===== src/inc/scccs_pkg.sv =====
/*
 * Package of the sensor conversion configuration and status block: register
 * layout, reset values, mode codes, conversion timing tables and state types.
 * Assumes a 100 MHz core clock; times are held as counts of half-millisecond ticks.
 */
package scccs_pkg;

   // Core clock period and the time base of the conversion timer
   localparam int CLK_PERIOD_NS = 10;
   localparam int TICK_NS = 500000;
   localparam logic [15:0] TICK_CYCLES_DEF = 16'(TICK_NS / CLK_PERIOD_NS);

   // Register image after reset
   localparam logic [15:0] CFG_RESET = 16'h0220;
   localparam logic [15:0] TEMP_RESET = 16'h8000;
   localparam logic ALERT_RESET = 1'b1;

   // Mode codes of conv_mode_sel
   localparam logic [1:0] MODE_REPEAT = 2'h0;
   localparam logic [1:0] MODE_PDOWN = 2'h1;
   localparam logic [1:0] MODE_ALIAS = 2'h2;
   localparam logic [1:0] MODE_SINGLE = 2'h3;

   // Averaging depth, divide shift and active time (half-ms ticks), by averaging_count_sel
   localparam logic [3:0][6:0] AVG_COUNT = {7'h40, 7'h20, 7'h08, 7'h01};
   localparam logic [3:0][2:0] AVG_SHIFT = {3'h6, 3'h5, 3'h3, 3'h0};
   localparam logic [3:0][15:0] ACTIVE_TICKS = {16'h07D0, 16'h03E8, 16'h00FA, 16'h001F};

   // Cycle period in half-ms ticks by cycle_period_sel: 15.5 ms up to 16 s
   localparam logic [7:0][15:0] CYCLE_TICKS = {16'h7D00, 16'h3E80, 16'h1F40, 16'h07D0,
                                               16'h03E8, 16'h01F4, 16'h00FA, 16'h001F};

   // Register layout, most significant bit first
   typedef struct packed {
      logic hi_flag;
      logic lo_flag;
      logic done;
      logic busy;
      logic [1:0] conv_mode_sel;
      logic [2:0] cycle_period_sel;
      logic [1:0] averaging_count_sel;
      logic comparator_style_sel;
      logic output_pin_polarity;
      logic pin_source_sel;
      logic [1:0] unused;
   } scccs_cfg_t;

   // Host access request, held by the serial protocol logic around a link clock edge
   typedef struct packed {
      logic wr;
      logic rd_cfg;
      logic rd_temp;
      logic [15:0] wdata;
   } scccs_req_t;

   typedef struct packed {
      logic clk;
      scccs_req_t req;
   } scccs_link_t;

   typedef enum logic [1:0] {
      ST_IDLE = 2'h0,
      ST_SAMPLE = 2'h1,
      ST_HOLD = 2'h3
   } scccs_state_t;

   typedef struct packed {
      scccs_link_t sync1;
      scccs_link_t sync2;
      logic link_clk_d;
      scccs_cfg_t cfg;
      scccs_state_t state;
      logic [21:0] acc;
      logic [6:0] nsamp;
      logic pending;
      logic start;
      logic [15:0] presc;
      logic [15:0] ticks;
      logic [15:0] temp;
      logic [15:0] rdata;
      logic alert;
   } scccs_regs_t;

   localparam scccs_regs_t REGS_RESET = '{sync1: '0, sync2: '0, link_clk_d: 1'b0,
                                          cfg: scccs_cfg_t'(CFG_RESET), state: ST_IDLE,
                                          acc: '0, nsamp: '0, pending: 1'b0, start: 1'b0,
                                          presc: '0, ticks: '0, temp: TEMP_RESET,
                                          rdata: CFG_RESET, alert: ALERT_RESET};

endpackage : scccs_pkg


===== src/hw/scccs_core.sv =====
/*
 * Conversion control and status logic of a digital temperature sensor: mode,
 * cycle timing, block averaging, limit flags, done flag and attention pin.
 * Assumes the serial protocol logic holds its request stable around a rising
 * edge of the link clock, and that the converter, limit registers and
 * nonvolatile loader share the core clock.
 */
// Contract
// [RQ1] Alert style: result above high limit sets over-limit flag bit 15.
// [RQ2] Alert style: host read of the register clears the over-limit flag.
// [RQ3] Therm style: above limit sets, below hysteresis clears over-limit flag.
// [RQ4] Alert style: result below low limit sets bit 14; register read clears it.
// [RQ5] Therm style holds the under-limit flag at zero.
// [RQ6] Reading result or configuration register clears done flag bit 13.
// [RQ7] Done flag sets when the result register takes a new value.
// [RQ8] Busy bit 12 mirrors nonvolatile programming or power-up loading.
// [RQ9] Mode bits 11:10: 00 repeat, 01 power-down, 11 single; 10 repeats, reads 00.
// [RQ10] Repeat period is the longer of cycle setting and averaging time.
// [RQ11] Averaging bits 6:5 accumulate a block of results, not a running mean.
// [RQ12] Style bit 4: one selects therm style, zero latched alert style.
// [RQ13] Polarity bit 3: one makes attention output active high, zero low.
// [RQ14] Bit 2 routes done flag, else limit flags, to attention output.
// [RQ15] Writable fields except upper mode bit load from storage; default 0220.
// [RQ16] Upper mode bit never loads from storage; start-up is never single.
// [RQ17] Averaging codes: 1, 8, 32, 64 results; 15.5 ms to 1 s.
// [RQ18] Writes to flag and unused bits do nothing; unused bits read zero.
// [RQ19] Single-shot makes one averaged conversion, then returns to power-down.
module scccs_core #(
   parameter logic [15:0] TICK_CYCLES = scccs_pkg::TICK_CYCLES_DEF
) (
   input wire logic clk,
   input wire logic rst,
   input wire logic ce,
   input wire logic link_clk,
   input wire scccs_pkg::scccs_req_t link_req,
   input wire logic sample_valid,
   input wire logic [15:0] sample_value,
   input wire logic [15:0] high_limit,
   input wire logic [15:0] low_limit,
   input wire logic nv_busy,
   input wire logic nv_load,
   input wire logic [15:0] nv_cfg,
   output logic [15:0] cfg_rdata,
   output logic [15:0] temp_result,
   output logic sample_start,
   output logic alert_pin
);
   import scccs_pkg::*;

   scccs_regs_t r;
   scccs_regs_t next_r;

   logic take;
   logic acc_wr;
   logic acc_rd_cfg;
   logic acc_rd_temp;
   logic tick;
   logic upd;
   logic running;
   logic [6:0] count;
   logic [2:0] shift;
   logic [15:0] period;
   logic signed [21:0] sum;
   logic signed [21:0] mean;
   logic signed [15:0] res;
   logic res_high;
   logic res_low;
   scccs_cfg_t wcfg;
   scccs_cfg_t lcfg;

   // Host access taken on a synchronised rising edge of the link clock
   assign take = r.sync2.clk & ~r.link_clk_d;
   assign acc_wr = take & r.sync2.req.wr;
   assign acc_rd_cfg = take & r.sync2.req.rd_cfg;
   assign acc_rd_temp = take & r.sync2.req.rd_temp;
   assign wcfg = scccs_cfg_t'(r.sync2.req.wdata);
   assign lcfg = scccs_cfg_t'(nv_cfg);

   assign tick = (r.presc == TICK_CYCLES - 16'h0001);
   assign count = AVG_COUNT[r.cfg.averaging_count_sel]; // see [RQ17]
   assign shift = AVG_SHIFT[r.cfg.averaging_count_sel]; // see [RQ11]
   // Longer of the selected cycle and the active averaging time
   assign period = (CYCLE_TICKS[r.cfg.cycle_period_sel] > ACTIVE_TICKS[r.cfg.averaging_count_sel])
                   ? CYCLE_TICKS[r.cfg.cycle_period_sel]
                   : ACTIVE_TICKS[r.cfg.averaging_count_sel]; // see [RQ10]
   assign running = (r.cfg.conv_mode_sel != MODE_PDOWN);

   assign sum = $signed(r.acc) + $signed({{6{sample_value[15]}}, sample_value});
   assign mean = sum >>> shift; // see [RQ11]
   assign res = mean[15:0];
   assign upd = (r.state == ST_SAMPLE) & running & r.pending & sample_valid & (r.nsamp + 7'h01 == count);
   assign res_high = res > $signed(high_limit);
   assign res_low = res < $signed(low_limit);

   always_comb
   begin
      next_r = r;
      if (ce)
      begin
         next_r.sync1 = '{clk: link_clk, req: link_req};
         next_r.sync2 = r.sync1;
         next_r.link_clk_d = r.sync2.clk;
         next_r.start = 1'b0;

         // Storage load keeps the upper mode bit clear
         if (nv_load)
         begin
            next_r.cfg.conv_mode_sel = {1'b0, lcfg.conv_mode_sel[0]}; // see [RQ15] [RQ16]
            next_r.cfg.cycle_period_sel = lcfg.cycle_period_sel; // see [RQ15]
            next_r.cfg.averaging_count_sel = lcfg.averaging_count_sel;
            next_r.cfg.comparator_style_sel = lcfg.comparator_style_sel;
            next_r.cfg.output_pin_polarity = lcfg.output_pin_polarity;
            next_r.cfg.pin_source_sel = lcfg.pin_source_sel;
         end
         // Host write touches writable fields only
         if (acc_wr)
         begin
            next_r.cfg.conv_mode_sel = (wcfg.conv_mode_sel == MODE_ALIAS) ? MODE_REPEAT
                                       : wcfg.conv_mode_sel; // see [RQ9]
            next_r.cfg.cycle_period_sel = wcfg.cycle_period_sel; // see [RQ18]
            next_r.cfg.averaging_count_sel = wcfg.averaging_count_sel;
            next_r.cfg.comparator_style_sel = wcfg.comparator_style_sel; // see [RQ12]
            next_r.cfg.output_pin_polarity = wcfg.output_pin_polarity;
            next_r.cfg.pin_source_sel = wcfg.pin_source_sel;
         end

         // Read snapshot, then read side effects
         if (acc_rd_cfg)
         begin
            next_r.rdata = {r.cfg.hi_flag, r.cfg.lo_flag, r.cfg.done, nv_busy,
                            r.cfg.conv_mode_sel, r.cfg.cycle_period_sel, r.cfg.averaging_count_sel,
                            r.cfg.comparator_style_sel, r.cfg.output_pin_polarity,
                            r.cfg.pin_source_sel, 2'h0}; // see [RQ8] [RQ18]
            if (!r.cfg.comparator_style_sel)
            begin
               next_r.cfg.hi_flag = 1'b0; // see [RQ2]
               next_r.cfg.lo_flag = 1'b0; // see [RQ4]
            end
         end
         if (acc_rd_cfg || acc_rd_temp)
         begin
            next_r.cfg.done = 1'b0; // see [RQ6]
         end

         // Conversion timer
         next_r.presc = tick ? 16'h0000 : r.presc + 16'h0001;
         if (tick && r.ticks != 16'hFFFF)
         begin
            next_r.ticks = r.ticks + 16'h0001;
         end

         case (r.state)
            ST_IDLE:
            begin
               if (running)
               begin
                  next_r.state = ST_SAMPLE;
                  next_r.acc = '0;
                  next_r.nsamp = '0;
                  next_r.pending = 1'b0;
                  next_r.presc = '0;
                  next_r.ticks = '0;
               end
            end
            ST_SAMPLE:
            begin
               if (!running)
               begin
                  next_r.state = ST_IDLE;
               end
               else if (!r.pending)
               begin
                  next_r.start = 1'b1;
                  next_r.pending = 1'b1;
               end
               else if (sample_valid)
               begin
                  next_r.pending = 1'b0;
                  next_r.acc = sum; // see [RQ11]
                  next_r.nsamp = r.nsamp + 7'h01;
                  if (upd)
                  begin
                     next_r.temp = res;
                     next_r.cfg.done = 1'b1; // see [RQ7]
                     if (r.cfg.comparator_style_sel)
                     begin
                        if (res_high)
                        begin
                           next_r.cfg.hi_flag = 1'b1; // see [RQ3]
                        end
                        else if (res_low)
                        begin
                           next_r.cfg.hi_flag = 1'b0; // see [RQ3]
                        end
                     end
                     else
                     begin
                        if (res_high)
                        begin
                           next_r.cfg.hi_flag = 1'b1; // see [RQ1]
                        end
                        if (res_low)
                        begin
                           next_r.cfg.lo_flag = 1'b1; // see [RQ4]
                        end
                     end
                     if (r.cfg.conv_mode_sel == MODE_SINGLE)
                     begin
                        next_r.cfg.conv_mode_sel = MODE_PDOWN; // see [RQ19]
                        next_r.state = ST_IDLE;
                     end
                     else
                     begin
                        next_r.state = ST_HOLD;
                     end
                  end
               end
            end
            ST_HOLD:
            begin
               if (!running)
               begin
                  next_r.state = ST_IDLE;
               end
               else if (r.ticks >= period)
               begin
                  next_r.state = ST_SAMPLE; // see [RQ10]
                  next_r.acc = '0;
                  next_r.nsamp = '0;
                  next_r.pending = 1'b0;
                  next_r.presc = '0;
                  next_r.ticks = '0;
               end
            end
            default:
            begin
               next_r.state = ST_IDLE;
            end
         endcase

         if (next_r.cfg.comparator_style_sel)
         begin
            next_r.cfg.lo_flag = 1'b0; // see [RQ5]
         end
         next_r.cfg.busy = 1'b0;
         next_r.cfg.unused = 2'h0;

         // Attention pin from the chosen source at the chosen polarity
         next_r.alert = (next_r.cfg.pin_source_sel ? next_r.cfg.done
                         : (next_r.cfg.hi_flag | next_r.cfg.lo_flag))
                        ~^ next_r.cfg.output_pin_polarity; // see [RQ13] [RQ14]
      end
   end

   always_ff @(posedge clk or posedge rst)
   begin
      if (rst)
      begin
         r <= REGS_RESET;
      end
      else
      begin
         r <= next_r;
      end
   end

   assign cfg_rdata = r.rdata;
   assign temp_result = r.temp;
   assign sample_start = r.start;
   assign alert_pin = r.alert;
endmodule : scccs_core


===== config.mk =====
export PLATFORM = sky130hd
export DESIGN_NAME = scccs_core
export DESIGN_NICKNAME = d
export VERILOG_FILES = /design/src/inc/scccs_pkg.sv /design/src/hw/scccs_core.sv
export SDC_FILE = /design/constraint.sdc
export NUM_CORES = 1
export LEC_CHECK = 0
export ABC_CLOCK_PERIOD_IN_PS = 12440
export BUFFER_PORTS_ARGS = -buffer_cell sky130_fd_sc_hd__buf_2
export CORE_ASPECT_RATIO = 0.9
export CORE_MARGIN = 2
export CORE_UTILIZATION = 30
export DETAILED_ROUTE_END_ITERATION = 6
export PLACE_DENSITY = 0.58
export SLEW_MARGIN = 20
export SYNTH_ARGS = -nofsm -noshare
export SYNTH_HDL_FRONTEND = slang
export SYNTH_SLANG_ARGS = --single-unit

===== constraint.sdc =====
create_clock -name clk -period 12.44 [get_ports clk]
set_input_delay 0 -clock clk [delete_from_list [all_inputs] [get_ports clk]]
set_output_delay 0 -clock clk [all_outputs]
set_load 0.05 [all_outputs]

# After elaboration in Yosys (flattened, before gate mapping)
# Memory sizes are Yosys's and may differ from the RTL's.
# Cells that the tools add are included.
[totals]
mem_bits_ro = 128
output_inout_bits = 34
mem_count = 1
register_bits = 142
[op_classes]
shifts = 1
bitwise = 11
n_mux = 57
eq_ne = 19
addsub = 4
reduce_logical = 10
magnitude_cmp = 6
[memory_table]
columns = ["name", "depth", "width", "read_ports", "rd_clocked_by_memory_dff", "write_ports", "line", "text"]
rows = [
  ["(no name shown)", 8, 16, 1, 0, 0, "scccs_core.sv:84", "? CYCLE_TICKS[r.cfg.cycle_period_sel]"],
]
[op_table]
columns = ["op", "n"]
rows = [
  ["$mux 32", 6],
  ["$pmux 30 s3", 1],
  ["$mux 16", 5],
  ["$pmux 32 s2", 1],
  ["$mux 31", 2],
  ["$add 16x1->16 const B", 2],
  ["$bmux 16 s2", 1],
  ["$gt 16x16->1", 2],
  ["$mux 10", 3],
  ["$mux 30", 1],
  ["$mux 2", 13],
  ["$add 22x16->22", 1],
  ["$sshr 22x3->16", 1],
  ["$mux 3", 7],
  ["$reduce_and 6->1", 3],
  ["$eq 16x16->1 const B", 1],
  ["$ge 16x16->1", 1],
  ["$lt 16x16->1", 1],
  ["$ne 16x16->1 const B", 1],
  ["$bmux 7 s2", 1],
  ["$mux 1", 13],
  ["$ne 2x2->1 const B", 6],
  ["$ne 3x3->1 const B", 4],
  ["$and 1x1->1", 8],
  ["20 further kinds", 23],
]

# Logic depth before layout (Yosys ltp)
# Gate-level depths: netlist of run 1.
[logic_depth]
ltp_word = 18
mapped_depth = 31
mapped_depth_nobuf = 24

# Worst setup path before layout of run 1
# No wires, ideal clock.
[synth_path]
path_type = "reg2reg"
start = "register r[103] in the netlist's numbering"
end = "register r[82] in the netlist's numbering"
setup_ns = 0.135
path_buffers = 7
stages_incl_launch_ff = 31
period_less_slack_ns = 6.163
setup_slack_ns = 6.277
arrival_ns = 6.028
cell_sequence = "dfstp_2 > clkbuf_1 > inv_1 > clkbuf_1 > ha_1 > inv_1 > buf_1 > clkbuf_1 > ha_1 > a21o_1 > a21oi_1 > nor2b_1 > o31a_1 > o21a_1 > o21ai_1 > a21oi_1 > or2_2 > clkbuf_1 > mux2i_1 > ha_1 > a21o_1 > a21o_1 > a21o_1 > nor4_1 > o211ai_1 > nand3_1 > a211oi_1 > nand2b_1 > clkbuf_1 > clkbuf_1 > o31ai_1"
[synth_via]
elab_chain_len = 7
[synth_rtl]
columns = ["element", "line", "text"]
rows = [
  ["from (decl)", "scccs_core.sv:50", "scccs_regs_t r;"],
  ["from (signal assigned)", "scccs_core.sv:263", "r <= next_r;"],
  ["$bmux 16 s2 (*)", "scccs_core.sv:83, scccs_core.sv:85", ""],
  ["$mux 16 (not written as such) (*)", "scccs_core.sv:83, scccs_core.sv:85", ""],
  ["$gt 16x16->1", "scccs_core.sv:83", "assign period = (CYCLE_TICKS[r.cfg.cycle_period_sel] > ACTIVE_TICKS[r.cfg.averaging_count_sel])"],
  ["$mux 16 (*)", "scccs_core.sv:84", ""],
  ["$ge 16x16->1 (*)", "scccs_core.sv:225", "else if (r.ticks >= period)"],
  ["$ne 2x2->1 (no line) (*)", "--", ""],
  ["$reduce_and 8->1 (no line) (*)", "--", ""],
]
# Every way passes the cells marked *; elsewhere a longest branch is shown, timed or not. The select of a mux whose other input is x is not followed.
# A chain may end at the register's enable or synchronous reset.

# Worst setup path in the final report of run 1
[layout_path]
start = "register r[103] in the netlist's numbering"
end = "register r[70] in the netlist's numbering"
# The elaborated chain is that of the path after synthesis.

==> impl_results.rst, run 1 <==
.. list-table::
   :header-rows: 1

   * - Metric
     - Value
   * - Status
     - complete, no violations
   * - Number of detailed-routing iterations run before antenna repair
     - 5
   * - Ratio of routed vias to standard cells
     - 5.06
   * - Achievable Freq
     - 0.146 GHz
   * - Number of H-tree branching levels
     - 4
   * - Area leader, netlist
     - sky130_fd_sc_hd__dfrtp_1
   * - Data required time at the worst endpoint
     - 12.77 ns
   * - Overall power after layout
     - 0.00263 W
   * - Antenna diode count
     - 0
   * - Main flop type after synthesis
     - sky130_fd_sc_hd__dfrtp_1
   * - Overflow left after global routing
     - 0
   * - Fraction of synthesis flops using an asynchronous set or reset pin
     - 100%
   * - Synth area leaders
     - sky130_fd_sc_hd__dfrtp_1, sky130_fd_sc_hd__ha_1, sky130_fd_sc_hd__mux2_2, sky130_fd_sc_hd__nand2_1, sky130_fd_sc_hd__o21ai_0
   * - IO Count
     - approximately 120
   * - Synthesis warning total
     - 0
   * - Die Span X
     - 197 µm
   * - Final setup vio count
     - 0
   * - Proportion of synthesized area in mux cells
     - 9.11%
   * - Switching power
     - 0.00122 W
   * - Number of global-route vias before repair
     - 8073
   * - Wire length of the first global-routing pass
     - about 43000 µm
   * - Flop pwr share
     - between 20% and 30%
   * - Finished Core Util
     - 35.2%
   * - Fraction of layout instances using a drive strength above 1
     - 19.0%
   * - Number of nets still failing antenna checks after routing
     - 0
   * - Number of DRC markers after the initial detailed-route iteration
     - 507
   * - Final period util
     - about 55%
   * - Startpoint-to-endpoint class of the critical path
     - reg2reg
   * - Area of the core
     - 33000 µm²
   * - Leakage component of the power
     - between 5 and 6 nW
   * - Startpoint types
     - register
   * - Final hold violations
     - 0
   * - Clock root buffer
     - sky130_fd_sc_hd__clkbuf_16
   * - Critical path capture point type
     - register
   * - Post-synthesis xor/xnor area fraction
     - 3.73%
   * - Area share of the leading cell type in the synthesized netlist
     - 32.7%
   * - GR Util met3
     - roughly 2.9%
   * - Final Instance Area
     - 11600 µm²
   * - CTS tree
     - done
   * - Post-synthesis adder-cell area fraction
     - 11.4%
   * - Power density normalized to cell area
     - 226 nW/µm²
   * - HPWL after detailed placement
     - 19800 µm
   * - Arrival time reported for the critical path endpoint
     - 7.17 ns
   * - Dominant cell by count in the synthesized netlist
     - sky130_fd_sc_hd__dfrtp_1
   * - Netlist Area Pre-Place
     - 10100 µm²
   * - Aggregate global-route resource usage
     - 15.5%
   * - Met1 capacity usage during global routing
     - 21.5%
   * - Clock latency at the later pin of the worst-skew pair
     - approximately 0.43 ns
   * - Maximum buffer depth of the clock tree
     - 2
   * - Routability-driven placement congestion ratio
     - 0.891
   * - Setup repair after global routing missed its margin
     - false
   * - Post-DP Area
     - about 11000 µm²
   * - Via total after detailed routing
     - 8253
   * - Clock-pin slew reported for the worst setup and hold paths after clock tree synthesis
     - 0.07 ns
   * - Die extent in y
     - 178 µm
   * - Internal power of the cells
     - 0.00141 W
   * - Synthesis-to-layout area growth
     - 15.1%
   * - Top post-synthesis cells by count
     - sky130_fd_sc_hd__dfrtp_1, sky130_fd_sc_hd__nand2_1, sky130_fd_sc_hd__ha_1
   * - Std-Cell Rows
     - between 60 and 70
   * - Hold crit path type
     - in2reg
   * - Combinational share of power
     - 56.1%
   * - Switching power share of the total
     - 46.5%
   * - Max_slew headroom
     - 31.4%
   * - Slew at the pin closest to its max-slew limit
     - 1.02 ns
   * - Post-synthesis simple-gate area fraction
     - 16.4%
   * - Sinks on the clock net
     - 138
   * - Cell depth of the worst flop-to-flop path
     - 24
   * - Mapped Cells
     - 1118
   * - Biggest fanout along the worst timing path
     - 55
   * - Post-synthesis compound-gate area fraction
     - 18.4%
   * - Cell count of the worst hold path
     - 5
   * - Wirelength per Cell
     - 16.2 µm
   * - Final-report max-slew violation count
     - 0
   * - Synthesized area per cell
     - roughly 9 µm²
   * - Combinational family with the most area after synthesis
     - compound AO/OA/AOI/OAI gates
   * - Maximum capacitance violations
     - 0
   * - Tmin final
     - 6.84 ns
   * - Initial Util
     - 30.5%
   * - Worst voltage drop across the vdd grid
     - 0.122 mV
   * - Clock network fraction of total power
     - between 15 and 20%
   * - Number of remaining DRC errors
     - 0
   * - Count of different cell masters after synthesis
     - between 70 and 80
   * - Antenna violations before repair
     - 0
   * - Register area share after synthesis
     - 34.3%
   * - Aggregate negative setup slack
     - 0 ns
   * - Count of flip-flops with a built-in enable after synthesis
     - 0
   * - Number of input and output port buffers inserted
     - 108
   * - Drt total wl
     - 26300 µm
   * - Met2 layer usage reported by global route
     - 24.8%
   * - Inserted Clock Buffers
     - 17
   * - Most used routing layer
     - met2
   * - Worst-case clock skew
     - between 0.01 and 0.015 ns
   * - Total setup buffers inserted after CTS
     - 0
   * - Die footprint
     - around 35000 µm²
   * - Pin count of the biggest net entering global routing
     - 71
   * - FF+latch count, synth
     - around 140
   * - Number of nets in the final layout
     - 1376
[cell families (layout without fill, tap and decap cells)]
family          Yosys count  in the layout
mux                      80             80
flops                   138            138
buf+inv                 147            236
xor+xnor                 43             43
simple gates            337            337
fa+ha+maj                91             91
other cells               1              2
compound gates          281            281
[path summary, 6_finish.rpt]
kind	start	end	slack [ns]
min in group asynchronous	rst	r[51]	0.22
worst min register to register	cfg_rdata[6]	cfg_rdata[6]	0.47
max in group asynchronous	rst	temp_result[9]	10.81
worst max register to register	r[103]	r[70]	5.60
worst min-delay path	nv_cfg[10]	r[108]	0.05
worst max-delay path	r[103]	r[70]	5.60
[worst max-delay path: stages, from the launching register on]
cell and delay, ns:
sky130_fd_sc_hd__dfstp_2 0.80, sky130_fd_sc_hd__inv_1 0.12, sky130_fd_sc_hd__ha_1 0.71, sky130_fd_sc_hd__inv_1 0.14, sky130_fd_sc_hd__ha_1 0.34, sky130_fd_sc_hd__a21o_1 0.16, sky130_fd_sc_hd__a21oi_1 0.14, sky130_fd_sc_hd__nor2b_1 0.07
sky130_fd_sc_hd__o31a_1 0.23, sky130_fd_sc_hd__o21a_1 0.16, sky130_fd_sc_hd__o21ai_1 0.11, sky130_fd_sc_hd__a21oi_1 0.24, sky130_fd_sc_hd__or2_2 0.42, sky130_fd_sc_hd__mux2i_1 0.14, sky130_fd_sc_hd__ha_1 0.30, sky130_fd_sc_hd__a21o_1 0.10
sky130_fd_sc_hd__a21o_1 0.10, sky130_fd_sc_hd__a21o_1 0.14, sky130_fd_sc_hd__o21ai_0 0.10, sky130_fd_sc_hd__a21oi_1 0.32, sky130_fd_sc_hd__nand3_1 0.12, sky130_fd_sc_hd__a211oi_1 0.35, sky130_fd_sc_hd__nand2b_2 0.61, sky130_fd_sc_hd__or2_2 0.58
sky130_fd_sc_hd__o31ai_1 0.21
[layout make-up]
| type | instances | area (µm²) |
|---|---|---|
| Clock buffer | 19 | 433 |
| Clock inverter | 13 | 145 |
| Fill cell | 3378 | 21400 |
| Inverter | 66 | 253 |
| Multi-Input combinational cell | 834 | 5970 |
| Sequential cell | 138 | 3460 |
| Tap cell | 422 | 528 |
| Timing Repair Buffer | 138 | 821 |
[cells in the final DEF, fill, tap and decap left out, types with 17 or more instances in the layout]
cell / instances
sky130_fd_sc_hd__dfrtp_1: 132
sky130_fd_sc_hd__nand2_1: 116
sky130_fd_sc_hd__buf_2: 108
sky130_fd_sc_hd__ha_1: 90
sky130_fd_sc_hd__o21ai_0: 66
sky130_fd_sc_hd__nor2_1: 65
sky130_fd_sc_hd__inv_1: 64
sky130_fd_sc_hd__mux2_2: 55
sky130_fd_sc_hd__a21oi_1: 55
sky130_fd_sc_hd__o31ai_1: 29
sky130_fd_sc_hd__a21o_1: 24
sky130_fd_sc_hd__xor2_1: 24
sky130_fd_sc_hd__nand3_1: 22
sky130_fd_sc_hd__dlygate4sd3_1: 22
sky130_fd_sc_hd__mux2i_1: 21
sky130_fd_sc_hd__nor3_1: 20
sky130_fd_sc_hd__xnor2_1: 19
sky130_fd_sc_hd__and3_1: 19
sky130_fd_sc_hd__nand2b_1: 17
sky130_fd_sc_hd__clkbuf_16: 17
[metrics by stage]
stage,hold slack (ns),setup WS [ns],cells
after floorplan,0.151,6.28,1119
after global placement,0.166,5.63,1576
after detailed placement,0.160,5.55,1576
after CTS,0.0289,5.55,1630
after global routing,0.0508,4.91,1630
final,0.0490,5.60,1630
[flip-flops by register name, indices dropped and copies added (netlist names)]
signal,flops
alert_pin,1
r,96
sample_start,1
temp_result,16
cfg_rdata,14
wcfg,10
[power groups by stage]
stage	clock network, W	registers, W	logic [W]
6_report	0.000511	0.000643	0.00147
5_1_grt	0.000549	0.000658	0.00165
4_1_cts	0.000528	0.000644	0.00148
3_5_place_dp	0	0.000651	0.00147
3_3_place_gp	0	0.000647	0.00144
2_1_floorplan	0	0.000621	0.00118
[layer usage]
layer / share of wire [%] / vias to the layer above / wire length (µm)
met2: 45 / 160 / 11800
met1: 50 / 3933 / 13100
met4: 1.0 / 0 / 272
li1: - / 4145 / -
met3: 4.2 / 15 / 1100
met5: 0 / - / 0
[what timing repair did]
item,CTS,global route
hold endpoints to repair,90,0
hold buffers,22,0
gates resized for setup,0,0
(Power assumes the default switching activity.)
==> inputs of run 2 (changes only) <==
- ABC_CLOCK_PERIOD_IN_PS: 12440 -> 6900
- clock period: 12.44 -> 6.9 ns (I/O delays scaled with it)
==> run 2 against run 1 <==
Via count grew 0.74%. Clock power grew 85%. Setup slack lost 4.6 ns. Cell count grew 0.31%. Global-route usage shrank 0.13 points. Utilization grew 0.17 points. Maximum frequency grew 15%. Total power grew 81%.
==> impl_results.rst, run 2 (same netlist as run 1, synthesis figures left out) <==
.. list-table::
   :header-rows: 1

   * - Metric
     - Value
   * - Antenna violations before repair
     - 0 (unchanged)
   * - Ratio of routed vias to standard cells
     - 5.09 (+0.43%)
   * - Clock root buffer
     - sky130_fd_sc_hd__clkbuf_16
   * - Number of global-route vias before repair
     - 7957 (-1.4%)
   * - Setup repair after global routing missed its margin
     - false
   * - Startpoint-to-endpoint class of the critical path
     - reg2reg
   * - Register bank with the most flops
     - r
   * - Aggregate negative setup slack
     - 0 ns (unchanged)
   * - Max FFs per register
     - 96 (unchanged)
   * - Number of remaining DRC errors
     - 0 (unchanged)
   * - Arrival time reported for the critical path endpoint
     - 6.24 ns (-0.93 ns)
   * - HPWL after detailed placement
     - 19500 µm (-1.9%)
   * - Worst-case clock skew
     - 0.0104 ns (-0.00229 ns)
   * - Fraction of layout instances using a drive strength above 1
     - 19.5% (+0.42 points)
   * - Tmin final
     - 5.93 ns (-0.910 ns)
   * - Die Span X
     - 197 µm (unchanged)
   * - Pin count of the biggest net entering global routing
     - 73 (+2.8%)
   * - Number of nets in the final layout
     - 1381 (+0.36%)
   * - Most common cell on crit path
     - sky130_fd_sc_hd__a21o_1
   * - CTS tree
     - done
   * - Final period util
     - 86.0% (+31 points)
   * - Slowest cell on crit path
     - sky130_fd_sc_hd__dfstp_2
   * - Number of hold buffers added after CTS
     - 22 (unchanged)
   * - Leading cell types in the layout, fill and taps excluded
     - sky130_fd_sc_hd__dfrtp_1, sky130_fd_sc_hd__nand2_1, sky130_fd_sc_hd__buf_2, sky130_fd_sc_hd__ha_1, sky130_fd_sc_hd__o21ai_0
   * - Synthesis-to-layout area growth
     - 15.7%
   * - Max_slew headroom
     - 33.2% (+1.8 points)
   * - Initial Util
     - 30.5% (unchanged)
   * - Biggest fanout along the worst timing path
     - 53 (-3.6%)
   * - Slew at the pin closest to its max-slew limit
     - 0.999 ns (-0.0243 ns)
   * - CP peak stage delay
     - 0.82 ns (+0.02 ns)
   * - Final hold violations
     - 0 (unchanged)
   * - Number of gates given a new drive strength after cts
     - 0 (unchanged)
   * - Startpoint types
     - register
   * - Multi-input gate area
     - 5970 µm² (about the same)
   * - Worst voltage drop across the vdd grid
     - 0.190 mV (+56%)
   * - Maximum buffer depth of the clock tree
     - 2 (unchanged)
   * - Wire length of the first global-routing pass
     - 42300 µm (-1.3%)
   * - Antenna diode count
     - 0 (unchanged)
   * - Die footprint
     - 35100 µm² (unchanged)
   * - Area of the core
     - 33000 µm² (unchanged)
   * - Total setup buffers inserted after CTS
     - 0 (unchanged)
   * - Placed Instances
     - 1581 (+0.32%)
   * - Number of detailed-routing iterations run before antenna repair
     - 5 (unchanged)
   * - Drt total wl
     - 26000 µm (-1.3%)
   * - IO Count
     - 124 (unchanged)
   * - Storage cell area
     - 3460 µm² (unchanged)
   * - Total of fill cells in the finished design
     - 3331 (-1.4%)
   * - Maximum capacitance violations
     - 0 (unchanged)
   * - Number of DRC markers after the initial detailed-route iteration
     - 479 (-5.5%)
   * - Aggregate global-route resource usage
     - 15.3% (-0.13 points)
   * - Final-report max-slew violation count
     - 0 (unchanged)
   * - Status
     - complete, no violations
   * - Hold crit path type
     - in2reg
   * - Overflow left after global routing
     - 0 (unchanged)
   * - Final setup vio count
     - 0 (unchanged)
   * - Leakage component of the power
     - 5.59 nW (+0.65%)
   * - Number of nets still failing antenna checks after routing
     - 0 (unchanged)
   * - Most common library cell in the layout ignoring fill and taps
     - sky130_fd_sc_hd__dfrtp_1
   * - Clock-pin slew reported for the worst setup and hold paths after clock tree synthesis
     - 0.06 ns (about the same)
   * - Die extent in y
     - 178 µm (unchanged)
   * - Sinks on the clock net
     - 138 (unchanged)
   * - Routability-driven placement congestion ratio
     - 0.842 (-5.5%)
   * - Critical path capture point type
     - register
   * - Inserted Clock Buffers
     - 17 (unchanged)
   * - Std-Cell Rows
     - 63 (unchanged)
   * - Power density normalized to cell area
     - 407 nW/µm² (+80%)
   * - Data required time at the worst endpoint
     - 7.21 ns (-5.56 ns)
   * - Non-filler cells in the finished layout
     - 1635 (+0.31%)
   * - Clock latency at the later pin of the worst-skew pair
     - 0.43 ns (about the same)
   * - Number of input and output port buffers inserted
     - 108 (unchanged)
   * - Achievable Freq
     - 0.169 GHz (+15%)
   * - Number of H-tree branching levels
     - 4 (unchanged)
   * - Via total after detailed routing
     - 8314 (+0.74%)
   * - Wirelength per Cell
     - 15.9 µm (-1.6%)
run 2: cell types whose count changed in the layout (fill, tap and decap cells not counted):
cell and change:
sky130_fd_sc_hd__clkbuf_8 +1, sky130_fd_sc_hd__nor3_1 +1, sky130_fd_sc_hd__nor3_2 -1, sky130_fd_sc_hd__clkbuf_1 -2, sky130_fd_sc_hd__clkinv_2 -1, sky130_fd_sc_hd__buf_4 +5
sky130_fd_sc_hd__inv_8 +2
run 2: worst paths after layout:
check                                     start      endpoint  slack, ns  depth (start not counted)
worst max register to register           r[103]         r[94]       0.97                         25
worst min-delay path            sample_value[0]         r[74]       0.05                          4
worst min register to register     cfg_rdata[6]  cfg_rdata[6]       0.48                          2
min in group asynchronous                   rst        r[145]       0.24                          3
max in group asynchronous                   rst         r[49]       5.28                          4
worst max-delay path                     r[103]         r[94]       0.97                         25
run 2: per-stage QoR:
| stage | power, W | worst slack, ns | hold slack [ns] | utilization (%) | cell area, µm² |
|---|---|---|---|---|---|
| 2_1_floorplan | 0.00325 | 0.737 | 0.151 | - | 10100 |
| 3_3_place_gp | 0.00376 | 1.05 | 0.172 | 32.8 | 10800 |
| 3_5_place_dp | 0.00381 | 1.00 | 0.167 | 32.8 | 10800 |
| 4_1_cts | 0.00480 | 0.975 | 0.0386 | 35.3 | 11700 |
| 5_1_grt | 0.00517 | 0.460 | 0.0887 | 35.3 | 11700 |
| 6_report | 0.00476 | 0.969 | 0.0453 | 35.3 | 11700 |
run 2: where the power goes:
part / total [W] / leakage [nW] / switching, W / internal [W]
Sequential: 0.00116 / 1.79 / 0.000150 / 0.00101
Clock: 0.000946 / 0.287 / 0.000395 / 0.000551
Combinational: 0.00265 / 3.51 / 0.00166 / 0.000997
run 2: area by class of cell:
cell class                      instances  share of cell area, %
Timing Repair Buffer                  143                   7.36
Sequential cell                       138                   29.7
Tap cell                              422                   4.52
Clock inverter                         14                   1.39
Clock buffer                           18                   3.76
Multi-Input combinational cell        834                   51.1
Inverter                               66                   2.17
run 2: layer usage:
layer	track usage, %	share of wire, %
met2	24.3	45
met3	2.97	4.1
met1	21.3	50
met5	0	0
met4	4.04	1.4
run 2: worst max-delay path, delay by kind of cell (launching register included):
kind,cells,cell delay (ns)
DFF,1,0.82
muxes,1,0.14
buffers and inverters,4,0.72
adders and majority gates,3,0.92
and+or+nand+nor,4,0.72
AOI/OAI and AO/OA,13,2.46
==> inputs of run 3 (changes only) <==
- BUFFER_PORTS_ARGS: -buffer_cell sky130_fd_sc_hd__buf_2 -> -buffer_cell sky130_fd_sc_hd__buf_4
==> run 3 against run 2 <==
Cell area up 2.6%. Worst hold slack got worse by 0.027 ns. Total power is 3.1% higher. Global-route usage grew 0.30 points. Sequential share of layout area is 0.76 points lower. Combinational power up 3%. Cell count is essentially flat. Die area is the same. Critical endpoint is now r[70]. Largest power group unchanged. Utilization increased by 0.93 points. Routed wire length rose by 3.0%. Clock power rose by 7%. Count of clock-buffer cells in the layout is 3 higher.
==> impl_results.rst, run 3 (same netlist as run 1, synthesis figures left out) <==
.. list-table::
   :header-rows: 1

   * - Metric
     - Value
   * - Number of detailed-routing iterations run before antenna repair
     - 5 (unchanged)
   * - Launch point of the worst hold path
     - nv_cfg[10]
   * - Number of input and output port buffers inserted
     - 108 (unchanged)
   * - Antenna diode count
     - 0 (unchanged)
   * - CTS tree
     - done
   * - Initial Util
     - 30.5% (unchanged)
   * - Aggregate global-route resource usage
     - 15.6% (+0.30 points)
   * - Clock-pin slew reported for the worst setup and hold paths after clock tree synthesis
     - 0.06 ns (about the same)
   * - Switching power share of the total
     - 45.0% (-1.3 points)
   * - Maximum buffer depth of the clock tree
     - 2 (unchanged)
   * - Aggregate negative setup slack
     - 0 ns (unchanged)
   * - Final period util
     - 88.1% (+2.1 points)
   * - Flop pwr share
     - 23.8% (-0.5 points)
   * - Number of nets in the final layout
     - 1381 (unchanged)
   * - Internal power of the cells
     - 0.00269 W (+5.5%)
   * - Via total after detailed routing
     - 8471 (+1.9%)
   * - Die footprint
     - 35100 µm² (unchanged)
   * - Critical path capture point type
     - register
   * - Register bank with the most flops
     - r
   * - Total of fill cells in the finished design
     - 3350 (+0.57%)
   * - Routability-driven placement congestion ratio
     - 0.834 (-0.99%)
   * - Number of H-tree branching levels
     - 4 (unchanged)
   * - HPWL after detailed placement
     - 19900 µm (+2.4%)
   * - Data required time at the worst endpoint
     - 7.21 ns (about the same)
   * - Slew at the pin closest to its max-slew limit
     - 0.986 ns (-0.0127 ns)
   * - Die extent in y
     - 178 µm (unchanged)
   * - Arrival time reported for the critical path endpoint
     - 6.38 ns (+0.14 ns)
   * - Ratio of routed vias to standard cells
     - 5.18 (+2.0%)
   * - Worst r2r src
     - r[103]
   * - Number of DRC markers after the initial detailed-route iteration
     - 556 (+16%)
   * - Storage cell area
     - 3460 µm² (unchanged)
   * - Power density normalized to cell area
     - 409 nW/µm² (+0.46%)
   * - Number of global-route vias before repair
     - 8242 (+3.6%)
   * - IO Count
     - 124 (unchanged)
   * - Clock root buffer
     - sky130_fd_sc_hd__clkbuf_16
   * - Wirelength per Cell
     - 16.4 µm (+3.0%)
   * - Biggest fanout along the worst timing path
     - 47 (-11%)
   * - Startpoint-to-endpoint class of the critical path
     - reg2reg
   * - Max_slew headroom
     - 34.1% (+0.85 points)
   * - Leakage component of the power
     - 5.69 nW (+1.8%)
   * - Area of the core
     - 33000 µm² (unchanged)
   * - Sinks on the clock net
     - 138 (unchanged)
   * - Finished Core Util
     - 36.3% (+0.93 points)
   * - Clock network fraction of total power
     - 20.6% (+0.7 points)
   * - Launching instance or port of the critical path
     - r[103]
   * - Leading cell types in the layout, fill and taps excluded
     - sky130_fd_sc_hd__dfrtp_1, sky130_fd_sc_hd__buf_4, sky130_fd_sc_hd__nand2_1, sky130_fd_sc_hd__ha_1, sky130_fd_sc_hd__o21ai_0
   * - Final setup vio count
     - 0 (unchanged)
   * - Final-report max-slew violation count
     - 0 (unchanged)
   * - Switching power
     - 0.00221 W (+0.31%)
   * - Combinational share of power
     - 55.6% (-0.2 points)
   * - Synthesis-to-layout area growth
     - 18.7%
   * - Achievable Freq
     - 0.165 GHz (-2.4%)
   * - Inserted Clock Buffers
     - 17 (unchanged)
   * - Fraction of layout instances using a drive strength above 1
     - 19.2% (-0.23 points)
   * - Startpoint types
     - register
   * - Maximum capacitance violations
     - 0 (unchanged)
   * - Clock latency at the later pin of the worst-skew pair
     - 0.44 ns (about the same)
   * - Multi-input gate area
     - 5970 µm² (unchanged)
   * - Max FFs per register
     - 96 (unchanged)
   * - Die Span X
     - 197 µm (unchanged)
   * - Worst voltage drop across the vdd grid
     - 0.219 mV (+15%)
   * - Worst-case clock skew
     - 0.00815 ns (-0.00223 ns)
   * - Std-Cell Rows
     - 63 (unchanged)
   * - Most common library cell in the layout ignoring fill and taps
     - sky130_fd_sc_hd__dfrtp_1
   * - Hold crit path type
     - in2reg
   * - Antenna violations before repair
     - 0 (unchanged)
   * - Wire length of the first global-routing pass
     - 43200 µm (+2.1%)
   * - Drt total wl
     - 26800 µm (+3.0%)
   * - Cell depth of the worst flop-to-flop path
     - 26 (+4.0%)
   * - Tmin final
     - 6.08 ns (+0.144 ns)
   * - Cell count of the worst hold path
     - 5 (+1)
   * - Number of nets still failing antenna checks after routing
     - 0 (unchanged)
   * - Status
     - complete, no violations
   * - Pin count of the biggest net entering global routing
     - 72 (-1.4%)
   * - Overflow left after global routing
     - 0 (unchanged)
   * - Final hold violations
     - 0 (unchanged)
   * - Number of remaining DRC errors
     - 0 (unchanged)
   * - Setup repair after global routing missed its margin
     - false
[run 3: path summary, 6_finish.rpt]
kind                          end  slack [ns]
max in group asynchronous   r[83]        5.27
min in group asynchronous  r[146]        0.22
setup reg to reg            r[70]        0.82
setup / recovery            r[70]        0.82
hold reg to reg             r[80]        0.48
hold / removal             r[108]        0.02
[run 3: stage by stage]
| step | cells | total power, W | setup slack (ns) | hold slack, ns | area, µm² |
|---|---|---|---|---|---|
| 2_1_floorplan | 1119 | 0.00325 | 0.737 | 0.151 | 10100 |
| 3_3_place_gp | 1580 | 0.00382 | 0.934 | 0.154 | 11100 |
| 3_5_place_dp | 1580 | 0.00389 | 0.854 | 0.152 | 11100 |
| 4_1_cts | 1634 | 0.00494 | 0.848 | 0.00157 | 12000 |
| 5_1_grt | 1634 | 0.00530 | 0.320 | 0.0279 | 12000 |
| 6_report | 1634 | 0.00490 | 0.824 | 0.0187 | 12000 |
[run 3: worst max-delay path, cell delays in order (launching register included)]
cell and delay, ns:
sky130_fd_sc_hd__dfstp_2 0.83, sky130_fd_sc_hd__inv_1 0.12, sky130_fd_sc_hd__ha_1 0.30, sky130_fd_sc_hd__buf_4 0.23, sky130_fd_sc_hd__inv_1 0.08, sky130_fd_sc_hd__ha_1 0.32, sky130_fd_sc_hd__a21o_1 0.16, sky130_fd_sc_hd__a21oi_1 0.14
sky130_fd_sc_hd__nor2b_1 0.06, sky130_fd_sc_hd__o31a_1 0.23, sky130_fd_sc_hd__o21a_1 0.16, sky130_fd_sc_hd__o21ai_1 0.12, sky130_fd_sc_hd__a21oi_1 0.25, sky130_fd_sc_hd__or2_2 0.43, sky130_fd_sc_hd__mux2i_1 0.14, sky130_fd_sc_hd__ha_1 0.30
sky130_fd_sc_hd__a21o_1 0.10, sky130_fd_sc_hd__a21o_1 0.10, sky130_fd_sc_hd__a21o_1 0.14, sky130_fd_sc_hd__o21ai_0 0.09, sky130_fd_sc_hd__a21oi_1 0.33, sky130_fd_sc_hd__nand3_1 0.12, sky130_fd_sc_hd__a211oi_1 0.34, sky130_fd_sc_hd__nand2b_2 0.21
sky130_fd_sc_hd__buf_4 0.32, sky130_fd_sc_hd__o21ai_0 0.21, sky130_fd_sc_hd__o31ai_1 0.10
[run 3: layer usage]
layer  part of all wire (%)  wire (µm)  vias up  global-route usage (%)
met1                     48      12900     4060                    21.2
li1                       -          -     4171                       -
met5                      0          0        -                       0
met2                     45      12100      201                    25.1
met3                    4.6       1240       39                    2.99
met4                    1.9        509        0                    5.11
[run 3: cell type report]
class                   instances  area share, %
flip-flops and latches        138           28.9
inverters                      66           2.11
repair buffers                143           9.44
well taps                     422           4.41
multi-input cells             834           49.8
clock inverters                10           1.38
clock buffers                  21           3.93
[run 3: power by group through the flow]
| stage | combinational, W | clock (W) | sequential [W] |
|---|---|---|---|
| 6_report | 0.00273 | 0.00101 | 0.00116 |
| 3_3_place_gp | 0.00265 | 0 | 0.00117 |
| 2_1_floorplan | 0.00213 | 0 | 0.00112 |
| 4_1_cts | 0.00273 | 0.00104 | 0.00116 |
| 5_1_grt | 0.00304 | 0.00108 | 0.00119 |
| 3_5_place_dp | 0.00271 | 0 | 0.00118 |
[run 3: repair_timing]
action	4_1_cts	5_1_grt
setup endpoints to repair	0	0
setup buffers	0	0
gates resized for setup	0	0
endpoints found under the hold margin	89	0
hold buffers	23	0
